$ cat config.mk
export PLATFORM = sky130hd
export DESIGN_NAME = pwu_top
export DESIGN_NICKNAME = d
export VERILOG_FILES = /design/src/rtl/pwu_pkg.sv /design/src/rtl/pwu_pick.sv /design/src/rtl/pwu_top.sv
export SDC_FILE = /design/constraint.sdc
export NUM_CORES = 1
export LEC_CHECK = 0
export CAP_MARGIN = 0
export CORE_ASPECT_RATIO = 1.1
export CORE_UTILIZATION = 47
export DETAILED_ROUTE_END_ITERATION = 10
export DONT_BUFFER_PORTS = 1
export SYNTH_ARGS = -nofsm -noshare
export SYNTH_HDL_FRONTEND = slang
export SYNTH_HIERARCHICAL = 1
export SYNTH_SLANG_ARGS = --single-unit
$ cat constraint.sdc
create_clock -name CLK_SYS -period 3.5 [get_ports CLK_SYS]
set_input_delay 0.525 -clock CLK_SYS [delete_from_list [all_inputs] [get_ports CLK_SYS]]
set_output_delay 0.525 -clock CLK_SYS [all_outputs]
set_load 0.005 [all_outputs]
$ cat src/rtl/pwu_pkg.sv
// shared constants for the port wakeup interrupt unit
package pwu_pkg;

   // register indices as printed; the byte address is four times the index
   localparam logic [7:0] PWU_IDX_ENABLE_MAIN     = 8'hA8;
   localparam logic [7:0] PWU_IDX_PRIORITY_MAIN   = 8'hB8;
   localparam logic [7:0] PWU_IDX_EXTRA_REQUEST   = 8'hC0;
   localparam logic [7:0] PWU_IDX_EXTRA_ENABLE    = 8'hE8;
   localparam logic [7:0] PWU_IDX_EXTRA_POLARITY  = 8'hE9;
   localparam logic [7:0] PWU_IDX_EXTRA_PRIORITY  = 8'hF8;
   localparam logic [7:0] PWU_IDX_SERVICE_STATUS  = 8'hF0;

   // apb byte addresses
   localparam int         PWU_AW = 10;
   localparam logic [9:0] PWU_ADDR_ENABLE_MAIN    = {PWU_IDX_ENABLE_MAIN, 2'b00};
   localparam logic [9:0] PWU_ADDR_PRIORITY_MAIN  = {PWU_IDX_PRIORITY_MAIN, 2'b00};
   localparam logic [9:0] PWU_ADDR_EXTRA_REQUEST  = {PWU_IDX_EXTRA_REQUEST, 2'b00};
   localparam logic [9:0] PWU_ADDR_EXTRA_ENABLE   = {PWU_IDX_EXTRA_ENABLE, 2'b00};
   localparam logic [9:0] PWU_ADDR_EXTRA_POLARITY = {PWU_IDX_EXTRA_POLARITY, 2'b00};
   localparam logic [9:0] PWU_ADDR_EXTRA_PRIORITY = {PWU_IDX_EXTRA_PRIORITY, 2'b00};
   localparam logic [9:0] PWU_ADDR_SERVICE_STATUS = {PWU_IDX_SERVICE_STATUS, 2'b00};

   // bit positions in enable_main and priority_main
   localparam int PWU_BIT_EXT0   = 0;
   localparam int PWU_BIT_TMR0   = 1;
   localparam int PWU_BIT_EXT1   = 2;
   localparam int PWU_BIT_TMR1   = 3;
   localparam int PWU_BIT_SER    = 5;
   localparam int PWU_BIT_GLOBAL = 7;

   // bit positions in service_status
   localparam int PWU_ST_INS_LO  = 0;
   localparam int PWU_ST_INS_HI  = 1;
   localparam int PWU_ST_PENDING = 2;
   localparam int PWU_ST_LEVEL   = 3;

   // sources and extra inputs
   localparam int PWU_NSRC   = 13;
   localparam int PWU_NEXTRA = 8;

   // polling position of each source, position 0 is polled first
   localparam logic [3:0] PWU_POS_EXT0 = 4'h0;
   localparam logic [3:0] PWU_POS_SER  = 4'h1;
   localparam logic [3:0] PWU_POS_TMR0 = 4'h3;
   localparam logic [3:0] PWU_POS_EXT1 = 4'h5;
   localparam logic [3:0] PWU_POS_TMR1 = 4'h8;
   // polling position of extra input k (k = 0 is external 2, k = 7 is external 9)
   localparam logic [3:0] PWU_POS_EXTRA [PWU_NEXTRA] = '{
      4'h6, 4'h9, 4'hB, 4'h2, 4'h4, 4'h7, 4'hA, 4'hC};

   // vector address for each polling position
   localparam logic [15:0] PWU_VECTOR [PWU_NSRC] = '{
      16'h0003, 16'h002B, 16'h0053, 16'h000B, 16'h005B, 16'h0013, 16'h003B,
      16'h0063, 16'h001B, 16'h0043, 16'h006B, 16'h004B, 16'h0073};

   // reset values
   localparam logic [7:0]  PWU_RST_BYTE   = 8'h00;
   localparam logic [15:0] PWU_RST_VECTOR = 16'h0000;

   // priority levels
   typedef enum logic {
      PWU_LVL_LOW  = 1'b0,
      PWU_LVL_HIGH = 1'b1
   } pwu_level_e;

endpackage : pwu_pkg

$ cat src/rtl/pwu_pick.sv
// fixed-order picker: lowest pending polling position wins
`timescale 1ns/1ps
module pwu_pick
   import pwu_pkg::*;
(
   // pending requests by polling position
   input  wire logic [PWU_NSRC-1:0] pending,
   // winner
   output logic                     found,
   output logic [3:0]               position
);

   // scan from the last position down so the last one found, the lowest, sticks
   always_comb begin
      found    = 1'b0;
      position = 4'h0;
      for (int i = PWU_NSRC - 1; i >= 0; i--) begin
         if (pending[i]) begin
            found    = 1'b1;
            position = 4'(i);
         end
      end
   end

endmodule // pwu_pick

$ cat src/rtl/pwu_top.sv
// port wakeup interrupt unit: thirteen-source, two-level vectored controller
//
// Notes on behaviour
// - one enable bit per extra input
// - one priority bit per extra input
// - polarity bit one means active high
// - readable sticky request flag per extra input
// - bit 0 is external 2, bit 7 external 9
// - fixed polling order within one level
// - fixed vector address for each source
// - flag set by hardware, cleared only by software
// - enabled extra inputs wake from power-down
// - global enable masks all sources at once
// - thirteen sources, two nested priority levels
//
// The APB interface to the registers is this design's own decision.
`timescale 1ns/1ps
module pwu_top
   import pwu_pkg::*;
(
   // clock and reset
   input  wire logic              CLK_SYS,
   input  wire logic              NRST,
   // apb slave
   input  wire logic              PSEL,
   input  wire logic              PENABLE,
   input  wire logic              PWRITE,
   input  wire logic [PWU_AW-1:0] PADDR,
   input  wire logic [31:0]       PWDATA,
   output logic [31:0]            PRDATA,
   output logic                   PREADY,
   output logic                   PSLVERR,
   // classic sources, active-high levels
   input  wire logic              EXT_INPUT_ZERO,
   input  wire logic              EXT_INPUT_ONE,
   input  wire logic              TIMER_ZERO_SOURCE,
   input  wire logic              TIMER_ONE_SOURCE,
   input  wire logic              TWO_WIRE_PORT_SOURCE,
   // extra external inputs, bit 0 is external 2
   input  wire logic [7:0]        EXT_INPUT_EXTRA,
   // cpu core side
   input  wire logic              IRQ_ACK,
   input  wire logic              IRQ_RETI,
   output logic                   IRQ_REQ,
   output logic [15:0]            IRQ_VECTOR,
   // power-down wake
   input  wire logic              POWER_DOWN,
   output logic                   WAKE_UP
);

   // software registers
   logic [7:0]  enable_main_q,    enable_main_d;     // classic enables and global
   logic [7:0]  priority_main_q,  priority_main_d;   // classic priority bits
   logic [7:0]  extra_request_q,  extra_request_d;   // sticky extra flags
   logic [7:0]  extra_enable_q,   extra_enable_d;    // extra enables
   logic [7:0]  extra_polarity_q, extra_polarity_d;  // extra active levels
   logic [7:0]  extra_priority_q, extra_priority_d;  // extra priority bits
   // bus answer registers
   logic [31:0] rdata_q,          rdata_d;           // read data for access phase
   logic        slverr_q,         slverr_d;          // unmapped address seen in setup
   // service state
   logic        ins_lo_q,         ins_lo_d;          // low-level routine running
   logic        ins_hi_q,         ins_hi_d;          // high-level routine running
   logic        irq_req_q,        irq_req_d;         // request offered to the core
   logic [15:0] vector_q,         vector_d;          // vector offered to the core
   pwu_level_e  level_q,          level_d;           // level of the offered request
   logic        wake_q,           wake_d;            // registered wake level
   // combinational helpers
   logic        bus_setup;                           // setup phase of any transfer
   logic        bus_write;                           // write taking effect now
   logic        addr_hit;                            // address is mapped
   logic [7:0]  wbyte;                               // written byte
   logic [7:0]  extra_active;                        // extra pins at active level
   logic [7:0]  extra_set;                           // flags to set this cycle
   logic [PWU_NSRC-1:0] pending;                     // enabled requests by position
   logic [PWU_NSRC-1:0] high_level;                  // priority bit by position
   logic        hi_found,         lo_found;          // picker outputs
   logic [3:0]  hi_pos,           lo_pos;
   logic [7:0]  status_byte;                         // service status readback

   // apb phase decode; a write lands only in the access phase,
   // while read data is captured in the setup phase
   assign bus_setup = PSEL & ~PENABLE;
   assign bus_write = PSEL & PENABLE & PWRITE;
   assign wbyte     = PWDATA[7:0];

   // single-cycle access phase, answer always ready
   // every register is a plain flip-flop, so no wait state is ever needed
   assign PREADY  = 1'b1;
   assign PRDATA  = rdata_q;
   assign PSLVERR = slverr_q & PSEL & PENABLE;

   // address decode, the low two bits must be zero for a hit
   // misaligned and unmapped words both miss and answer with an error
   always_comb begin
      unique case (PADDR)
         PWU_ADDR_ENABLE_MAIN,
         PWU_ADDR_PRIORITY_MAIN,
         PWU_ADDR_EXTRA_REQUEST,
         PWU_ADDR_EXTRA_ENABLE,
         PWU_ADDR_EXTRA_POLARITY,
         PWU_ADDR_EXTRA_PRIORITY,
         PWU_ADDR_SERVICE_STATUS: addr_hit = 1'b1;
         default:                 addr_hit = 1'b0;
      endcase
   end

   // level-sensitive: a pin held active keeps setting its flag, so software
   // must remove the cause first or its clear is lost
   // polarity compare, one means a high pin is active
   assign extra_active = ~(EXT_INPUT_EXTRA ^ extra_polarity_q);
   // enable gates the flag set; bit k is external k+2
   assign extra_set = extra_active & extra_enable_q;

   // status byte seen by software
   // read-only word; writes to it are dropped without an error
   always_comb begin
      status_byte                 = PWU_RST_BYTE;
      status_byte[PWU_ST_INS_LO]  = ins_lo_q;
      status_byte[PWU_ST_INS_HI]  = ins_hi_q;
      status_byte[PWU_ST_PENDING] = irq_req_q;
      status_byte[PWU_ST_LEVEL]   = level_q;
   end

   // register writes and read data capture
   // bytes are stored whole, so unused classic bits read back as written
   always_comb begin
      enable_main_d    = enable_main_q;
      priority_main_d  = priority_main_q;
      extra_enable_d   = extra_enable_q;
      extra_polarity_d = extra_polarity_q;
      extra_priority_d = extra_priority_q;
      extra_request_d  = extra_request_q;
      rdata_d          = rdata_q;
      slverr_d         = slverr_q;
      if (bus_write) begin
         unique case (PADDR)
            PWU_ADDR_ENABLE_MAIN:    enable_main_d    = wbyte;
            PWU_ADDR_PRIORITY_MAIN:  priority_main_d  = wbyte;
            PWU_ADDR_EXTRA_REQUEST:  extra_request_d  = wbyte;
            PWU_ADDR_EXTRA_ENABLE:   extra_enable_d   = wbyte;
            PWU_ADDR_EXTRA_POLARITY: extra_polarity_d = wbyte;
            PWU_ADDR_EXTRA_PRIORITY: extra_priority_d = wbyte;
            // status and unmapped words ignore writes
            default: ;
         endcase
      end
      // hardware sets flags, set wins over a software clear
      extra_request_d = extra_request_d | extra_set;
      // read data is latched in setup so it comes from a flip-flop
      if (bus_setup) begin
         slverr_d = ~addr_hit;
         rdata_d  = 32'h0000_0000;
         unique case (PADDR)
            PWU_ADDR_ENABLE_MAIN:    rdata_d[7:0] = enable_main_q;
            PWU_ADDR_PRIORITY_MAIN:  rdata_d[7:0] = priority_main_q;
            PWU_ADDR_EXTRA_REQUEST:  rdata_d[7:0] = extra_request_q;
            PWU_ADDR_EXTRA_ENABLE:   rdata_d[7:0] = extra_enable_q;
            PWU_ADDR_EXTRA_POLARITY: rdata_d[7:0] = extra_polarity_q;
            PWU_ADDR_EXTRA_PRIORITY: rdata_d[7:0] = extra_priority_q;
            PWU_ADDR_SERVICE_STATUS: rdata_d      = {vector_q, 8'h00, status_byte};
            default: ;
         endcase
      end
   end

   // register file flip-flops
   // every register clears to zero, so all sources start masked
   always_ff @(posedge CLK_SYS or negedge NRST) begin
      if (!NRST) begin
         enable_main_q    <= PWU_RST_BYTE;
         priority_main_q  <= PWU_RST_BYTE;
         extra_request_q  <= PWU_RST_BYTE;
         extra_enable_q   <= PWU_RST_BYTE;
         extra_polarity_q <= PWU_RST_BYTE;
         extra_priority_q <= PWU_RST_BYTE;
         rdata_q          <= 32'h0000_0000;
         slverr_q         <= 1'b0;
      end else begin
         enable_main_q    <= enable_main_d;
         priority_main_q  <= priority_main_d;
         extra_request_q  <= extra_request_d;
         extra_enable_q   <= extra_enable_d;
         extra_polarity_q <= extra_polarity_d;
         extra_priority_q <= extra_priority_d;
         rdata_q          <= rdata_d;
         slverr_q         <= slverr_d;
      end
   end

   // map all thirteen sources onto their polling positions
   always_comb begin
      pending    = '0;
      high_level = '0;
      // classic sources are plain levels and must hold until serviced
      // five classic sources
      pending[PWU_POS_EXT0] = EXT_INPUT_ZERO       & enable_main_q[PWU_BIT_EXT0];
      pending[PWU_POS_SER]  = TWO_WIRE_PORT_SOURCE & enable_main_q[PWU_BIT_SER];
      pending[PWU_POS_TMR0] = TIMER_ZERO_SOURCE    & enable_main_q[PWU_BIT_TMR0];
      pending[PWU_POS_EXT1] = EXT_INPUT_ONE        & enable_main_q[PWU_BIT_EXT1];
      pending[PWU_POS_TMR1] = TIMER_ONE_SOURCE     & enable_main_q[PWU_BIT_TMR1];
      high_level[PWU_POS_EXT0] = priority_main_q[PWU_BIT_EXT0];
      high_level[PWU_POS_SER]  = priority_main_q[PWU_BIT_SER];
      high_level[PWU_POS_TMR0] = priority_main_q[PWU_BIT_TMR0];
      high_level[PWU_POS_EXT1] = priority_main_q[PWU_BIT_EXT1];
      high_level[PWU_POS_TMR1] = priority_main_q[PWU_BIT_TMR1];
      // eight extra sources; enable masks the serviced flag
      for (int k = 0; k < PWU_NEXTRA; k++) begin
         pending[PWU_POS_EXTRA[k]]    = extra_request_q[k] & extra_enable_q[k];
         high_level[PWU_POS_EXTRA[k]] = extra_priority_q[k];
      end
      // global enable masks everything at once
      if (!enable_main_q[PWU_BIT_GLOBAL]) begin
         pending = '0;
      end
   end

   // fixed polling order, one picker per level
   // both levels are picked every cycle; the nesting logic chooses
   pwu_pick u_pick_hi (
      .pending  (pending & high_level),
      .found    (hi_found),
      .position (hi_pos)
   );

   pwu_pick u_pick_lo (
      .pending  (pending & ~high_level),
      .found    (lo_found),
      .position (lo_pos)
   );

   // nesting state and the request offered to the core
   always_comb begin
      ins_lo_d  = ins_lo_q;
      ins_hi_d  = ins_hi_q;
      irq_req_d = 1'b0;
      vector_d  = vector_q;
      level_d   = level_q;
      // return leaves the most recent, i.e. highest, active level
      if (IRQ_RETI) begin
         if (ins_hi_q) begin
            ins_hi_d = 1'b0;
         end else begin
            ins_lo_d = 1'b0;
         end
      end
      // the offer is rebuilt every cycle, so a new high request replaces a
      // waiting low one before the core takes it; an acknowledge with no
      // offer standing is ignored
      // the offered vector is taken; the request drops for one cycle
      if (IRQ_ACK && irq_req_q) begin
         if (level_q == PWU_LVL_HIGH) begin
            ins_hi_d = 1'b1;
         end else begin
            ins_lo_d = 1'b1;
         end
      end else begin
         // high may preempt low only; nothing preempts high
         if (hi_found && !ins_hi_q) begin
            irq_req_d = 1'b1;
            level_d   = PWU_LVL_HIGH;
            vector_d  = PWU_VECTOR[hi_pos];
         // low is offered only when no routine runs
         end else if (lo_found && !ins_hi_q && !ins_lo_q) begin
            irq_req_d = 1'b1;
            level_d   = PWU_LVL_LOW;
            vector_d  = PWU_VECTOR[lo_pos];
         end
      end
   end

   // wake comes from a flip-flop, like every other data output
   always_comb begin
      // any enabled extra input at its active level wakes the core
      wake_d = POWER_DOWN & (|extra_set);
   end

   // service flip-flops
   // reset leaves no routine in service and nothing offered
   always_ff @(posedge CLK_SYS or negedge NRST) begin
      if (!NRST) begin
         ins_lo_q  <= 1'b0;
         ins_hi_q  <= 1'b0;
         irq_req_q <= 1'b0;
         vector_q  <= PWU_RST_VECTOR;
         level_q   <= PWU_LVL_LOW;
         wake_q    <= 1'b0;
      end else begin
         ins_lo_q  <= ins_lo_d;
         ins_hi_q  <= ins_hi_d;
         irq_req_q <= irq_req_d;
         vector_q  <= vector_d;
         level_q   <= level_d;
         wake_q    <= wake_d;
      end
   end

   // core side and wake outputs come straight from flip-flops
   assign IRQ_REQ    = irq_req_q;
   assign IRQ_VECTOR = vector_q;
   assign WAKE_UP    = wake_q;

endmodule // pwu_top

Word-level counts from Yosys, hierarchy flattened
Memories as Yosys holds them, arrays and structs flattened.
Cells that the tools add are included.
{"block": "totals", "regBits": 102, "elab_cells": 147, "output_inout_bits": 52, "memories": 2, "romBits": 512}
{"block": "classes", "order_cmp": 2, "bitwise_logic": 31, "eq_ne": 7, "n_mux": 76, "reduce_logical": 15}
{"name": "(no name shown)", "words": 16, "word_bits": 16, "rd": 1, "rd_ports_with_merged_regs": 0, "write_ports": 0, "line_no": "pwu_top.sv:267", "text": "vector_d = PWU_VECTOR[lo_pos];"}
{"name": "(no name shown)", "words": 16, "word_bits": 16, "rd": 1, "rd_ports_with_merged_regs": 0, "write_ports": 0, "line_no": "pwu_top.sv:262", "text": "vector_d = PWU_VECTOR[hi_pos];"}
{"cell": "4-bit two-way mux", "n": 26}
{"cell": "16-bit two-way mux", "n": 6}
{"cell": "10-bit equality test (second input constant)", "n": 7}
{"cell": "8-bit one-hot mux with 7 select lines", "n": 1}
{"cell": "1-bit two-way mux", "n": 39}
{"cell": "13-bit bitwise AND", "n": 2}
{"cell": "24-bit two-way mux", "n": 1}
{"cell": "1-bit bitwise AND", "n": 19}
{"cell": "8-bit two-way mux", "n": 2}
{"cell": "13-bit two-way mux", "n": 1}
{"cell": "13-bit NOT", "n": 1}
{"cell": "2-bit AND reduction", "n": 6}
{"cell": "5-bit greater-or-equal comparator (second input constant)", "n": 2}
{"cell": "4-bit NOT with 5-bit output", "n": 2}
{"cell": "8-bit bitwise AND", "n": 1}
{"cell": "8-bit NOT", "n": 1}
{"cell": "8-bit OR", "n": 1}
{"cell": "8-bit OR reduction", "n": 1}
{"cell": "8-bit bitwise XOR", "n": 1}
{"cell": "7-bit OR reduction", "n": 1}
{"cell": "1-bit logical AND", "n": 4}
{"cell": "1-bit NOT", "n": 3}
{"cell": "1-bit logical NOT", "n": 2}
{"cell": "2-bit nonzero test", "n": 1}

Depth between registers and ports, before layout
{"block": "logic_depth", "depth_word": 22, "ltp_mapped": 13, "ltp_nobuf": 12}

Modules after synthesis
The synthesis kept the hierarchy.
{"mod": "pwu_top", "seq_area_each_um2": 1801.7, "n_inst": 1, "area_each_um2": 4404.2, "cells_per_inst": 432}
{"mod": "pwu_pick", "seq_area_each_um2": 0.0, "n_inst": 2, "area_each_um2": 156.4, "cells_per_inst": 24}

Least setup slack after synthesis
OpenSTA, ideal clock, no wires.
{"block": "synth_timing", "kind": "flip-flop to flip-flop", "start": "register enable_main_q[7]", "end": "register vector_q[3] (netlist: IRQ_VECTOR[3])", "stages_incl_launch_ff": 13, "n_path_buf": 1, "arrival_time_ns": 2.561, "setup_time_ns": 0.096, "slack_ns": 0.843, "cell_sequence": "dfrtp_1 clkbuf_1 nand3_1 nor2_1 nor2_1 o31ai_1 a211oi_1 nor3_1 inv_1 ha_1 mux2_2 o221a_2 o31ai_1"}
{"block": "synth_via", "elab_cells_between_ends": 70, "classes_between": "mux (59); bitwise (4); reduce/logical (5); memory (2)"}
{"element": "start: declaration", "line_no": "pwu_top.sv:52", "text": "logic [7:0] enable_main_q, enable_main_d;"}
{"element": "start signal: assignment", "line_no": "pwu_top.sv:180", "text": "enable_main_q <= enable_main_d;"}
{"element": "13-bit two-way mux *", "line_no": "pwu_top.sv:213", "text": "if (!enable_main_q[PWU_BIT_GLOBAL]) begin"}
{"element": "13-bit bitwise AND *", "line_no": "pwu_top.sv:227", "text": ".pending (pending & ~high_level),"}
{"element": "4-bit two-way mux (11 in a row)", "line_no": "pwu_pick.sv:18", "text": "if (pending[i]) begin"}
{"element": "4-bit two-way mux *", "line_no": "pwu_pick.sv:18"}
{"element": "via lo_pos[1]", "line_no": "pwu_top.sv:78", "text": "logic [3:0] hi_pos, lo_pos;"}
{"element": "4-bit NOT with 5-bit output (not written as such) *", "line_no": "pwu_top.sv:267"}
{"element": "memory 16 x 16 bit *"}
{"element": "16-bit two-way mux (not written as such) * (2 in a row)", "line_no": "pwu_top.sv:267"}
{"element": "16-bit two-way mux *", "line_no": "pwu_top.sv:264", "text": "end else if (lo_found && !ins_hi_q && !ins_lo_q) begin"}
{"element": "16-bit two-way mux *", "line_no": "pwu_top.sv:259", "text": "if (hi_found && !ins_hi_q) begin"}
{"element": "end signal: assignment", "line_no": "pwu_top.sv:292", "text": "vector_q <= vector_d;"}
{"element": "end: declaration", "line_no": "pwu_top.sv:65", "text": "logic [15:0] vector_q, vector_d;"}
The timed path passes the listed nets; every way through them passes the cells marked *. The select of a mux whose other input is x is not followed.
A chain may end at the register's enable or synchronous reset.

Final worst setup path
{"block": "layout_timing", "start": "register enable_main_q[7]", "end": "register vector_q[5] (netlist: IRQ_VECTOR[5])"}
The elaborated chain is that of the path after synthesis.

==> impl_metrics.json <==
{
  "fin_crit_ns": 3.15,
  "ys_warn_count": 6,
  "antenna_found_initial": 0,
  "layout-drive-gt1-share": 0.196,
  "synth_top_family_by_area": "simple AND/OR/NAND/NOR gates",
  "post-synth-top-count-cell": "dfrtp_1",
  "yosys.area_share.adder": 0.0212,
  "critPathLaunchType": "register",
  "avgSynthCellArea_um2": 9.83,
  "p_per_area_nw_per_um2": 342,
  "layout.nets": 545,
  "grt_usage": 0.230,
  "cts.htree.levels": 3,
  "die_h_um": 107,
  "syn-cell-area_um2": 4720,
  "yosysTopAreaCell": "dfrtp_1",
  "clk_latency_ns": 0.35,
  "synth-simple-area-share": 0.216,
  "synth.distinct_cells": 64,
  "port_buffers": 0,
  "highest_layer": "met4",
  "clkTransAtPathRegs_ns": 0.08,
  "p_leak_nw": 2.17,
  "drtPass1Iterations": 5,
  "grt_pass1_vias": 3365,
  "ff2ff_setup_slack_ns": 0.35,
  "clock_skew_ns": 0.0143,
  "rows": 37,
  "grt-ovfl-total": 0,
  "ant_nets": 0,
  "reg2reg_depth": 12,
  "io-pin-count": 115,
  "worstPathCellList": "nand3_1, nor2_1, nor2_1, o31ai_1, a211oi_1, nor3_1, inv_1, ha_1, mux2_2, o22a_1, mux2i_1, o21ai_0",
  "slew_violations": 0,
  "period_share": 0.899,
  "ff_latch_area_um2": 1800,
  "rr_startpoint": "enable_main_q[7]",
  "seqPwrFrac": 0.517,
  "slowest_delay_ns": 0.64,
  "slew_headroom": 0.457,
  "grt_pass1_wl_mm": 18.5,
  "hold_path.class": "primary input to async pin",
  "post_cts_buffers": 0,
  "cts_root_buf": "clkbuf_8",
  "die_area_um2": 10400,
  "ys_top_cells_by_count": "dfrtp_1, nor2_1, mux2_2, buf_4, nand2_1",
  "cts_buffers": 9,
  "synth_mux_area_frac": 0.163,
  "outcome": "completed",
  "dieWidth_um": 97.5,
  "grt_max_degree": 73,
  "area_delta_synth_final_pct": 4.11,
  "drc": 0,
  "synth_top_flop_cell": "dfrtp_1",
  "switching_share": 0.222,
  "start_util": 0.495,
  "cp.required_ns": 3.70,
  "max_freq_mhz": 318,
  "peakVddDrop_mv": 0.353,
  "crit_top_cell": "nor2_1",
  "worstMarginPinSlew_ns": 0.809,
  "drtIter0Drc": 194,
  "synthTopCellsByArea": "dfrtp_1, mux2_2, buf_4",
  "synth_cells": 480,
  "utilization": 0.515,
  "antenna_cells": 0,
  "multi_input_area_um2": 2610,
  "criticalPathCategory": "register to register",
  "synth_seq_cells": 72,
  "totalWireLength_mm": 11.5,
  "rsz0062_at_grt": "no",
  "endpoint_kind": "register",
  "synth_top_cell_area_share": 0.382,
  "wl_per_cell_um": 19.3,
  "crit_path_max_fanout": 13,
  "power.switching_uw": 373,
  "p_total_mw": 1.68,
  "vias": 3521,
  "arrival_ns": 3.34,
  "cts-resized-gates": 0,
  "drt-met1-wl_mm": 5.15,
  "cap_violations": 0,
  "cts_tree": "built",
  "cp_slowest_cell": "dfrtp_1",
  "clkSinkCount": 72,
  "async_flop_share": 1.00,
  "fill_cells": 895,
  "p_int_mw": 1.31,
  "p_clk_frac": 0.432,
  "synth_compound_area_frac": 0.111,
  "finalWeightedCongestion": 0.903,
  "core_area_um2": 9540,
  "met2_length_mm": 5.31,
  "finalSetupTns_ns": 0,
  "yosysSeqAreaShare": 0.382,
  "dp_hpwl_mm": 8.44,
  "routed_via_density": 5.91,
  "synth-edff-count": 0,
  "synth_xor_area_frac": 0.0167,
  "dr_wl_met3_um": 812,
  "setup_viol": 0,
  "p_comb_frac": 0.051,
  "hold_viol": 0,
  "r2r-end": "IRQ_VECTOR[5]",
  "clockBufferDepth": 2
}
[placed cells by master (no fill, tap or decap), drive strengths merged, types with 2 or more instances in the layout]
cell | synthesis | final
dfrtp | 72 | 72
a21boi | 2 | 2
nor2 | 49 | 49
o21ai | 16 | 16
ha | 8 | 8
or4b | 4 | 4
clkbuf | 14 | 13
o41ai | 3 | 3
bufinv | 0 | 2
nor4 | 12 | 12
a211oi | 8 | 8
nor3b | 5 | 5
mux2 | 48 | 48
or3b | 6 | 6
conb | 2 | 29
o22a | 2 | 2
a21oi | 21 | 21
a31oi | 8 | 8
nand3 | 20 | 20
or3 | 2 | 2
nor2b | 6 | 6
mux2i | 20 | 20
buf | 35 | 5
nor3 | 7 | 7
nand2 | 29 | 29
nand2b | 8 | 8
and3 | 5 | 5
o31ai | 3 | 3
nand3b | 3 | 3
xnor2 | 9 | 9
o31a | 3 | 3
inv | 23 | 23
a22o | 6 | 6
and2b | 2 | 2
nand4 | 6 | 6
[power groups by stage]
| stage | registers [mW] | clock network, mW | logic [mW] |
|---|---|---|---|
| 2_1_floorplan | 0.878 | 0 | 0.0931 |
| 3_3_place_gp | 0.884 | 0 | 0.0641 |
| 3_5_place_dp | 0.884 | 0 | 0.0651 |
| 4_1_cts | 0.868 | 0.738 | 0.0857 |
| 5_1_grt | 0.870 | 0.765 | 0.0964 |
| 6_report | 0.868 | 0.725 | 0.0850 |
[worst max-delay path: cells and delay by family, from the launching register on]
family | cells | cell delay [ns]
compound gates | 4 | 0.58
flops | 1 | 0.64
fa+ha+maj | 1 | 0.24
mux | 2 | 0.41
buf+inv | 1 | 0.17
simple gates | 4 | 0.97
[cell families after synthesis]
logic type                 after synthesis
AOI/OAI and AO/OA                       80
xor gates and xnor gates                 9
adders and majority gates                8
buffers and inverters                   72
DFF                                     72
muxes                                   68
other                                    2
and+or+nand+nor                        169
[what timing repair did]
action | 4_1_cts | 5_1_grt
hold buffers | 1 | 0
endpoints found under the setup margin | 0 | 0
hold endpoints to repair | 72 | 0
[per-stage QoR]
stage / instance area, um2 / instances / worst slack (ns) / hold slack (ns)
floorplan: 4820 / 507 / 0.843 / 0.229
global placement: 4670 / 579 / 0.440 / 0.232
detailed placement: 4670 / 579 / 0.377 / 0.232
CTS: 4910 / 596 / 0.359 / 0.0754
global route: 4910 / 596 / 0.00649 / 0.0736
finish: 4910 / 596 / 0.353 / 0.0475
[worst max-delay path by stage]
stage / end / slack [ns] / cells after the start / start
2_1_floorplan: IRQ_VECTOR[3] / 0.84 / 12 / enable_main_q[7]
3_3_place_gp: IRQ_VECTOR[5] / 0.44 / 12 / enable_main_q[7]
3_5_place_dp: IRQ_VECTOR[5] / 0.38 / 12 / enable_main_q[7]
4_1_cts: IRQ_VECTOR[5] / 0.36 / 12 / enable_main_q[7]
5_1_grt: IRQ_VECTOR[5] / 0.006 / 12 / enable_main_q[7]
6_report: IRQ_VECTOR[5] / 0.35 / 12 / enable_main_q[7]
[state kept, by name, summed over array words and instances (netlist names)]
register,flops
extra_request_q,8
enable_main_q,8
slverr_q,1
ins_hi_q,1
PRDATA,13
IRQ_VECTOR,5
level_q,1
priority_main_q,8
WAKE_UP,1
ins_lo_q,1
extra_enable_q,8
IRQ_REQ,1
extra_priority_q,8
extra_polarity_q,8
[final cells by class]
cell class,count,share of cell area
Multi-Input combinational cell,363,0.530
Sequential cell,72,0.367
Clock buffer,13,0.0303
Tap cell,117,0.0298
Inverter,23,0.0176
Clock inverter,3,0.0132
Timing Repair Buffer,5,0.0117
[layer usage]
| metal | vias to the layer above | GRT usage |
|---|---|---|
| met3 | 20 | 0.0632 |
| li1 | 1643 | - |
| met5 | - | 0 |
| met1 | 1734 | 0.308 |
| met2 | 124 | 0.363 |
| met4 | 0 | 0.0683 |
(Power assumes the default switching activity.)
